**config.mk**
```make
export PLATFORM = sky130hd
export DESIGN_NAME = bbo_occupancy
export DESIGN_NICKNAME = d
export VERILOG_FILES = /design/src/verilog/bbo_pkg.sv /design/src/verilog/bbo_occupancy.sv
export SDC_FILE = /design/constraint.sdc
export NUM_CORES = 1
export LEC_CHECK = 0
export BUFFER_PORTS_ARGS = -buffer_cell sky130_fd_sc_hd__buf_4
export CORE_MARGIN = 5
export CORE_UTILIZATION = 40
export DETAILED_ROUTE_END_ITERATION = 7
export GPL_TIMING_DRIVEN = 0
export PLACE_DENSITY = 0.77
export SLEW_MARGIN = 20
export SYNTH_ARGS = -nofsm -noshare
export SYNTH_HDL_FRONTEND = slang
export SYNTH_SLANG_ARGS = --single-unit
```
**constraint.sdc**
```tcl
create_clock -name MCLK -period 3.33 [get_ports MCLK]
set_clock_uncertainty 0.15 [all_clocks]
set_input_delay 0.1665 -clock MCLK [delete_from_list [all_inputs] [get_ports MCLK]]
set_output_delay 0.1665 -clock MCLK [all_outputs]
set_load 0.01 [all_outputs]
```
**src/verilog/bbo_pkg.sv**
```systemverilog
// constants and types for the byte buffer occupancy and pointer block
`default_nettype none
package bbo_pkg;
   // wishbone register byte offsets
   localparam logic [3:0] BBO_OFS_CTRL   = 4'h0;
   localparam logic [3:0] BBO_OFS_STATUS = 4'h4;
   localparam logic [3:0] BBO_OFS_PTRS   = 4'h8;
   // control register fields
   localparam int BBO_CTRL_READ_ORDER  = 0;
   localparam int BBO_CTRL_SINGLE_BYTE = 1;
   localparam logic [1:0] BBO_CTRL_RESET = 2'h0;
   // occupancy counter states, ones complement of the byte count
   localparam logic [4:0] BBO_OCC_EMPTY    = 5'h1F;
   localparam logic [4:0] BBO_OCC_THR_WR   = 5'h14;
   localparam logic [4:0] BBO_OCC_THR_RD   = 5'h1C;
   localparam int         BBO_OCC_FULL_BIT = 4;
   localparam int         BBO_OCC_HALF_BIT = 3;
   localparam int         BBO_OCC_LOW_BIT  = 1;
   localparam logic [4:0] BBO_OCC_ONE      = 5'h01;
   // pointer values
   localparam logic [3:0] BBO_PTR_INIT  = 4'hF;
   localparam logic [3:0] BBO_PTR_CLEAR = 4'h0;
   localparam logic [3:0] BBO_PTR_ONE   = 4'h1;
   // buffer cycle sequencer, one state per former delay-line tap
   typedef enum logic [2:0] {
      SEQ_IDLE = 3'b000,
      SEQ_SEL  = 3'b001,
      SEQ_XFER = 3'b010,
      SEQ_CNT  = 3'b011,
      SEQ_LOAD = 3'b100
   } bbo_seq_e;
   // status word layout
   typedef struct packed {
      logic [3:0] rd_ptr;
      logic [3:0] wr_ptr;
      logic [11:0] spare;
      logic       end_service;
      logic       service_call;
      logic       threshold;
      logic       empty;
      logic [2:0] zero;
      logic [4:0] occupancy;
   } bbo_status_s;
endpackage
`default_nettype wire
```
**src/verilog/bbo_occupancy.sv**
```systemverilog
// occupancy counter, service flags and buffer pointers with a wishbone slave
//
// The implementer's own choices: the address map and register access over Wishbone.
`default_nettype none
module bbo_occupancy (
   // clock and reset
   input  wire logic        MCLK,
   input  wire logic        RST_B,
   // wishbone slave
   input  wire logic        WB_CYC_I,
   input  wire logic        WB_STB_I,
   input  wire logic        WB_WE_I,
   input  wire logic [3:0]  WB_ADR_I,
   input  wire logic [3:0]  WB_SEL_I,
   input  wire logic [31:0] WB_DAT_I,
   output logic      [31:0] WB_DAT_O,
   output logic             WB_ACK_O,
   // service cycle phases
   input  wire logic        ORDOUT_REQ,
   input  wire logic        DOUT_START,
   input  wire logic        DIN_START,
   input  wire logic        DOUT_REQ,
   input  wire logic        SVC_END,
   // byte producer and consumer
   input  wire logic        WR_AVAIL,
   input  wire logic        RD_ROOM,
   output logic             WR_TAKEN,
   output logic             RD_GIVEN,
   // byte memory control
   output logic      [3:0]  BUF_ADDR,
   output logic             BUF_WR,
   output logic             BUF_RD,
   // flags
   output logic             BUF_EMPTY,
   output logic             SERVICE_CALL,
   output logic             END_SERVICE
);
   import bbo_pkg::*;

   function automatic logic [3:0] addr_inc(input logic [3:0] a);
      addr_inc = a + BBO_PTR_ONE;
   endfunction

   bbo_seq_e    state;
   bbo_seq_e    next_state;
   logic [1:0]  ctrl;
   logic [4:0]  occupancy_counter;
   logic [3:0]  write_pointer;
   logic [3:0]  read_pointer;
   logic [3:0]  addr_latch;
   logic        cyc_is_wr;
   logic        service_threshold_flag;
   logic        service_call_flag;
   logic        end_service_flag;
   logic        data_phase;

   wire read_order    = ctrl[BBO_CTRL_READ_ORDER];
   wire single_byte_interface = ctrl[BBO_CTRL_SINGLE_BYTE];
   wire write_or_checkwrite_order = ~read_order;

   // request and arbitration
   wire buffer_empty        = &occupancy_counter;
   wire buffer_full         = ~occupancy_counter[BBO_OCC_FULL_BIT];
   wire write_cycle_request = WR_AVAIL & ~buffer_full;
   wire read_cycle_request  = RD_ROOM & ~buffer_empty;
   wire seq_idle            = (state == SEQ_IDLE);
   wire start_ok            = seq_idle & ~ORDOUT_REQ;
   wire pick_rd  = read_cycle_request & (~write_cycle_request | write_or_checkwrite_order);
   wire pick_wr  = write_cycle_request & ~pick_rd;
   wire start_cyc           = start_ok & (pick_rd | pick_wr);

   // sequencer step decodes
   wire write_cycle_active  = ~seq_idle & cyc_is_wr;
   wire read_cycle_active   = ~seq_idle & ~cyc_is_wr;
   wire counter_clock       = (state == SEQ_CNT);
   wire write_pointer_hold  = ~(write_cycle_active & (state == SEQ_XFER));
   wire read_pointer_hold   = ~(read_cycle_active & (state == SEQ_XFER));
   wire write_pointer_load  = write_cycle_active & (state == SEQ_LOAD);
   wire read_pointer_load   = read_cycle_active & (state == SEQ_LOAD);

   // threshold logic
   wire [4:0] thr_state = read_order ? BBO_OCC_THR_RD : BBO_OCC_THR_WR;
   wire threshold_state_hit = (occupancy_counter == thr_state);
   wire threshold_gate = read_order ? ~occupancy_counter[BBO_OCC_HALF_BIT]
                                    : (occupancy_counter[BBO_OCC_HALF_BIT] &
                                       service_threshold_flag);
   wire thr_step = counter_clock & data_phase & threshold_state_hit;

   wire [4:0] next_occ = cyc_is_wr ? (occupancy_counter - BBO_OCC_ONE)
                                   : (occupancy_counter + BBO_OCC_ONE);

   logic next_scr;
   always_comb begin
      next_scr = service_threshold_flag;
      if (ORDOUT_REQ) begin
         next_scr = 1'b1;
      end else if (thr_step) begin
         next_scr = read_cycle_active;
      end
   end

   // service call: sets win over clears
   wire scn_set_start = DOUT_START & service_threshold_flag;
   wire scn_set_thr   = thr_step & (read_order ? write_cycle_active
                                               : read_cycle_active);
   wire scn_clr = DIN_START | (SVC_END & ~threshold_gate);
   wire next_scn = (scn_set_start | scn_set_thr) | (service_call_flag & ~scn_clr);
   wire svc_out  = next_scn & ~(read_order & next_scr);

   wire eds_set = DOUT_REQ & ~service_threshold_flag &
                  (~occupancy_counter[BBO_OCC_LOW_BIT] | ~single_byte_interface);
   wire next_eds = eds_set | (end_service_flag & ~ORDOUT_REQ);

   always_comb begin
      case (state)
         SEQ_IDLE: next_state = start_cyc ? SEQ_SEL : SEQ_IDLE;
         SEQ_SEL:  next_state = SEQ_XFER;
         SEQ_XFER: next_state = SEQ_CNT;
         SEQ_CNT:  next_state = SEQ_LOAD;
         SEQ_LOAD: next_state = SEQ_IDLE;
         default:  next_state = SEQ_IDLE;
      endcase
   end

   // sequencer, one buffer cycle per pass
   always_ff @(posedge MCLK or negedge RST_B) begin
      if (!RST_B) begin
         state     <= SEQ_IDLE;
         cyc_is_wr <= 1'b0;
      end else begin
         state <= next_state;
         if (start_cyc) begin
            cyc_is_wr <= pick_wr;
         end
      end
   end

   // address latch and memory strobes
   always_ff @(posedge MCLK or negedge RST_B) begin
      if (!RST_B) begin
         addr_latch <= BBO_PTR_CLEAR;
         BUF_ADDR   <= BBO_PTR_CLEAR;
         BUF_WR     <= 1'b0;
         BUF_RD     <= 1'b0;
      end else begin
         if (state == SEQ_SEL) begin
            addr_latch <= cyc_is_wr ? write_pointer : read_pointer;
            BUF_ADDR   <= cyc_is_wr ? write_pointer : read_pointer;
         end
         BUF_WR <= (state == SEQ_SEL) & cyc_is_wr;
         BUF_RD <= (state == SEQ_SEL) & ~cyc_is_wr;
      end
   end

   // pointers
   always_ff @(posedge MCLK or negedge RST_B) begin
      if (!RST_B) begin
         write_pointer <= BBO_PTR_INIT;
         read_pointer  <= BBO_PTR_INIT;
      end else if (ORDOUT_REQ) begin
         write_pointer <= BBO_PTR_INIT;
         read_pointer  <= BBO_PTR_INIT;
      end else begin
         if (!write_pointer_hold) begin
            write_pointer <= BBO_PTR_CLEAR;
         end else if (write_pointer_load) begin
            write_pointer <= addr_inc(addr_latch);
         end
         if (!read_pointer_hold) begin
            read_pointer <= BBO_PTR_CLEAR;
         end else if (read_pointer_load) begin
            read_pointer <= addr_inc(addr_latch);
         end
      end
   end

   // counter and flags
   always_ff @(posedge MCLK or negedge RST_B) begin
      if (!RST_B) begin
         occupancy_counter      <= BBO_OCC_EMPTY;
         service_threshold_flag <= 1'b0;
         service_call_flag      <= 1'b0;
         end_service_flag       <= 1'b0;
         data_phase             <= 1'b0;
      end else begin
         if (ORDOUT_REQ) begin
            occupancy_counter <= BBO_OCC_EMPTY;
         end else if (counter_clock) begin
            occupancy_counter <= next_occ;
         end
         if (DOUT_START | DIN_START) begin
            data_phase <= 1'b1;
         end else if (ORDOUT_REQ) begin
            data_phase <= 1'b0;
         end
         service_threshold_flag <= next_scr;
         service_call_flag      <= next_scn;
         end_service_flag       <= next_eds;
      end
   end

   // registered flag and handshake outputs
   always_ff @(posedge MCLK or negedge RST_B) begin
      if (!RST_B) begin
         BUF_EMPTY    <= 1'b1;
         SERVICE_CALL <= 1'b0;
         END_SERVICE  <= 1'b0;
         WR_TAKEN     <= 1'b0;
         RD_GIVEN     <= 1'b0;
      end else begin
         BUF_EMPTY    <= ORDOUT_REQ | (counter_clock ? (&next_occ) : buffer_empty);
         SERVICE_CALL <= svc_out;
         END_SERVICE  <= next_eds;
         WR_TAKEN     <= write_pointer_load;
         RD_GIVEN     <= read_pointer_load;
      end
   end

   // wishbone slave
   bbo_status_s status;
   always_comb begin
      status              = '0;
      status.occupancy    = occupancy_counter;
      status.empty        = buffer_empty;
      status.threshold    = service_threshold_flag;
      status.service_call = service_call_flag;
      status.end_service  = end_service_flag;
      status.wr_ptr       = write_pointer;
      status.rd_ptr       = read_pointer;
   end

   wire        wb_req  = WB_CYC_I & WB_STB_I & ~WB_ACK_O;
   // write lands on the edge where the master sees ack
   wire        wb_wr_ack = WB_CYC_I & WB_STB_I & WB_ACK_O & WB_WE_I;
   wire        hit_ctl = (WB_ADR_I == BBO_OFS_CTRL);
   wire        hit_st  = (WB_ADR_I == BBO_OFS_STATUS);
   wire        hit_pt  = (WB_ADR_I == BBO_OFS_PTRS);
   wire [31:0] rd_word = hit_ctl ? {30'h0, ctrl} :
                         hit_st  ? status :
                         hit_pt  ? {24'h0, read_pointer, write_pointer} : 32'h0;

   always_ff @(posedge MCLK or negedge RST_B) begin
      if (!RST_B) begin
         WB_ACK_O <= 1'b0;
         WB_DAT_O <= 32'h0;
         ctrl     <= BBO_CTRL_RESET;
      end else begin
         WB_ACK_O <= wb_req;
         WB_DAT_O <= (wb_req & ~WB_WE_I) ? rd_word : 32'h0;
         if (wb_wr_ack & hit_ctl & WB_SEL_I[0]) begin
            ctrl <= WB_DAT_I[1:0];
         end
      end
   end
endmodule // bbo_occupancy
`default_nettype wire

```
=== Yosys cells after proc, flatten, opt, wreduce, memory -nomap -nowiden ===
Index checks and enable logic that the tools add are counted.
Widths: inputs -> output; s select.

* Output and inout bits: 44
* Bits in registers: 66
* Input port bits: 52
* Logic and storage cells: 119

* Reduce and logical (&&, ||, !) cells: 8
* Bitwise gates (word level): 58
* Muxes and demuxes: 24
* Equality and inequality tests: 7
* Add/sub/neg operators: 3

{| class="wikitable"
|+ Operator list
! kind !! number
|-
| $mux 32 || 3
|-
| $and 1x1->1 || 33
|-
| $mux 4 || 8
|-
| $not 1->1 || 16
|-
| $mux 5 || 3
|-
| $pmux 3 s4 || 1
|-
| $reduce_and 5->1 || 2
|-
| $or 1x1->1 || 9
|-
| $mux 1 || 8
|-
| $mux 8 || 1
|-
| $eq 3x2->1 const B || 2
|-
| $reduce_bool 3->1 || 2
|-
| $add 5x1->5 const B || 1
|-
| $eq 5x5->1 || 1
|-
| $sub 5x1->5 const B || 1
|-
| $add 4x1->4 const B || 1
|-
| $eq 4x3->1 const B || 1
|-
| $eq 4x4->1 const B || 1
|-
| $logic_not 4->1 || 1
|-
| $reduce_bool 2->1 || 2
|-
| $eq 3x1->1 const B || 1
|-
| $eq 3x3->1 const B || 1
|-
| $logic_not 3->1 || 1
|}

=== Logic depth before layout (Yosys ltp) ===
* Depth in word-level cells: 10
* Mapped depth: 7
* Gate-level depth less buffers: 7

=== Worst setup path before layout ===
No wires, ideal clock.

* Path kind: reg2reg
* Start: reg occupancy_counter[0]
* End: reg BUF_EMPTY
* Clock period less this slack: 2.031 ns
* Setup slack: 1.299 ns
* Cell stages (with the launch flop): 8
* Data arrival time: 1.784 ns
* Library setup time: 0.097 ns
* Cells stage by stage: dfstp_2 inv_1 fa_1 nand2b_1 a21oi_1 xnor2_1 mux2i_1 o21ai_0

* Longest elaborated chain between the ends: 5

{| class="wikitable"
|+ RTL lines
! element !! RTL line !! text
|-
| start: declaration || bbo_occupancy.sv:47 || <nowiki>logic [4:0] occupancy_counter;</nowiki>
|-
| start signal: assignment || bbo_occupancy.sv:189 || <nowiki>occupancy_counter <= next_occ;</nowiki>
|-
| $add 5x1->5 or $sub 5x1->5 (tied branches) || bbo_occupancy.sv:90, bbo_occupancy.sv:89 ||
|-
| $mux 5 || bbo_occupancy.sv:89 || <nowiki>wire [4:0] next_occ = cyc_is_wr ? (occupancy_counter - BBO_OCC_ONE)</nowiki>
|-
| $reduce_and 5->1 || bbo_occupancy.sv:211 || <nowiki>BUF_EMPTY <= ORDOUT_REQ | (counter_clock ? (&next_occ) : buffer_empty);</nowiki>
|-
| $mux 1 (*) || bbo_occupancy.sv:211 ||
|-
| $or 1x1->1 (*) || bbo_occupancy.sv:211 ||
|-
| end signal: assignment || bbo_occupancy.sv:211 ||
|-
| end: declaration || bbo_occupancy.sv:34 || <nowiki>output logic BUF_EMPTY,</nowiki>
|}

Every way passes the cells marked *; elsewhere a longest branch is shown, timed or not.
A chain may end at the register's enable or synchronous reset.

=== Worst setup path after layout ===
Same ends and word-level chain as after synthesis.

==> flow_summary.yaml <==
clocking:
  tritoncts: "yes"
  cts_buffer_depth: 2
  numCtsBuffers: 5
  cts-root-buf: "clkbuf_8"
  clock_sinks: 54
  clk_latency_ns: 0.31
  htree_levels: 2
  path_clk_slew_ns: 0.10
  post_cts_buffers: 0
floorplan:
  top_level_ports: 96
  start_util_pct: 40.50
  die_y_um: 89.73
  die_area_mm2: 0.008051
  coreArea_mm2: 0.006277
  rows: 29
  die_x_um: 89.73
pwr:
  vdd_drop_max_uv: 271.5
  p_per_area_mw_per_mm2: 685.0
  power.leakage_nw: 1.688
cells_and_area:
  synthToLayoutAreaGrowth_pct: 28.35
  nets: 363
  drive_gt1_share_pct: 33.33
  diodes: 0
yosys:
  syn_area_mm2: 0.002542
  synthMostInstantiatedCell: "dfrtp_1"
  ys_seq_area_share_pct: 53.84
  synth_top_cells_by_area: "dfrtp_1 (39%), dfstp_2 (14%), buf_4 (3.8%)"
  synth_top_area_share_pct: 39.37
  synthMuxAreaShare_pct: 2.854
  synth_edf_count: 0
  synthXorXnorAreaFrac_pct: 3.100
  synth_fa_ha_area_share_pct: 3.248
  ys_ff_latch: 54
  synth.avg_cell_area_um2: 11.25
  synth_top_family_by_area: "simple AND/OR/NAND/NOR gates"
  synth-simple-area-share_pct: 18.01
  yosysWarnings: 0
  synth_common_cells: "dfrtp_1 (40), nand2_1 (18), nor2_1 (16)"
  synthArstFlopShare_pct: 100.0
  synth_compound_area_share_pct: 11.56
  ys_types: 50
  synth-main-ff-cell: "dfrtp_1"
  synthCells: 226
  synth_area_leader_cell: "dfrtp_1"
worst_setup_path:
  critical_path_buf_inv_count: 1
  max_stage_delay_ns: 0.57
  path_cells: "inv_1, fa_1, nand2b_1, a21oi_1, xnor2_1, mux2i_1, o21ai_0"
  required_ns: 3.40
  criticalPathCategory: "reg -> reg"
  worstPathMaxFanout: 5
  cp_top_family: "flip-flops"
  crit_arrival_ns: 2.26
  crit_slowest_cell: "dfstp_2"
  endpoint_kind: "register"
  worst_setup_path_start_kind: "register"
sta:
  setup_viol: 0
  slew_headroom_pct: 57.37
  max_freq_mhz: 456.7
  fin_crit_ns: 2.190
  drv_slew: 0
  fin_crit_sh_pct: 65.75
  hold_violations: 0
  setup_ws_ns: 1.140
  rsz0062_at_grt: "no"
  worstMarginPinSlew_ns: 0.6395
  hold_slack_ns: 0.02542
  fin_tns_setup_ns: 0
detailed_routing:
  drt-total-wl_mm: 5.527
  wl_per_cell_um: 14.43
  initialDrtViolationCount: 68
  viasPerCell: 5.050
  num_vias: 1934
  route.detailed.drc: 0
  ant_nets: 0
  first_pass_iters: 4
global_route:
  grt_overflow: 0
  grt_antenna_before_repair: 0
  grt_pass1_wl_mm: 9.818
  grt_max_degree: 55
  grt_usage_pct: 14.54
  grt_pass1_vias: 2017
status:
  outcome: "completed"
placed_design:
  preCtsSetupSlack_ns: 1.181
  hpwl_mm: 4.128
  place.gp.congestion: 0.8652
  port_buffers: 50
min_path:
  min_path_type: "in -> reg"
run:
  maxCapViolations: 0
-- worst min-delay path: cells and delay by family --
kind / cells / cell delay [ns]
buf+inv: 1 / 0.11
compound gates: 2 / 0.12
simple gates: 1 / 0.06
-- repair_timing --
action	4_1_cts	5_1_grt
hold buffers	11	0
resized for setup	0	0
setup endpoints to repair	0	0
hold endpoints to repair	52	0
-- layout make-up --
cell class              count  area, um2
clock inverters             3      28.78
fillers                   556       3014
flip-flops and latches     54       1369
inverters                  10      42.54
clock buffers               5      68.82
well taps                  77      96.34
multi-input cells         152       1031
repair buffers             61      485.5
plain buffers              21      141.4
-- layout by cell type (no fill, tap or decap), types with 2 or more instances in the layout --
cell type and instances:
buf_4 63, dfrtp_1 40, nand2_1 18, nor2_1 16, and3_1 15, dfstp_2 14
conb_1 12, a21oi_1 11, dlygate4sd3_1 11, inv_1 9, nand3_1 8, xnor2_1 7
o21ai_0 6, o211ai_1 6, mux2i_1 5, ha_1 5, clkbuf_8 5, nand2b_1 4
a22oi_1 3, buf_2 3, clkinv_4 3, clkbuf_2 2, nor2b_1 2, clkbuf_1 2
a221oi_1 2, nor3_1 2, a41oi_1 2, xor2_1 2, and2_1 2, mux2_1 2
a221o_1 2
-- flip-flops by register name (all words and copies together) (netlist names) --
signal,cells
BUF_WR,1
BUF_RD,1
state,3
SERVICE_CALL,1
cyc_is_wr,1
read_pointer,4
occupancy_counter,5
WR_TAKEN,1
BUF_EMPTY,1
write_pointer,4
END_SERVICE,1
RD_GIVEN,1
addr_latch,4
data_phase,1
service_call_flag,1
WB_DAT_O,20
WB_ACK_O,1
service_threshold_flag,1
ctrl,2
-- power by group --
group / switching, mW / internal [mW] / leakage [nW]
combinational: 0.511 / 0.395 / 0.975
sequential: 0.116 / 0.828 / 0.663
clock: 0.229 / 0.156 / 0.0502
total: 0.856 / 1.38 / 1.69
-- stage by stage --
stage / instance area, um2 / cells / total power [mW] / util (%)
global route: 3263 / 383 / 2.402 / 51.98
finish: 3263 / 383 / 2.235 / 51.98
global placement: 3055 / 364 / 1.802 / 48.67
CTS: 3263 / 383 / 2.247 / 51.98
detailed placement: 3055 / 364 / 1.847 / 48.67
floorplan: 2584 / 237 / 1.580 / -
-- logic make-up after synthesis --
logic type	count (synthesis)
adder cells (fa/ha/maj)	6
AND/OR/NAND/NOR	77
multiplexers	7
AO/OA/AOI/OAI	41
flip-flops	54
buffers and inverters	31
other	1
XOR/XNOR	9
-- routing by layer --
| layer | global-route usage (%) | vias up | part of all wire (%) |
|---|---|---|---|
| met5 | 0 | - | 0 |
| met4 | 5.038 | 0 | 1.5 |
| met3 | 4.841 | 9 | 6.7 |
| met2 | 24.09 | 57 | 51 |
| met1 | 17.65 | 942 | 41 |
| li1 | - | 926 | - |
-- path summary, 6_finish.rpt --
path,startpoint,cells after the start,slack (ns),endpoint
max,occupancy_counter[0],7,1.14,BUF_EMPTY
min,WB_WE_I,4,0.03,WB_DAT_O[1]
max reg2reg,occupancy_counter[0],7,1.14,BUF_EMPTY
min reg2reg,service_call_flag,2,0.35,WB_DAT_O[10]
max in group asynchronous,RST_B,2,2.34,WB_DAT_O[9]
min in group asynchronous,RST_B,2,0.25,addr_latch[1]
Power figures use the tool's default switching activity.
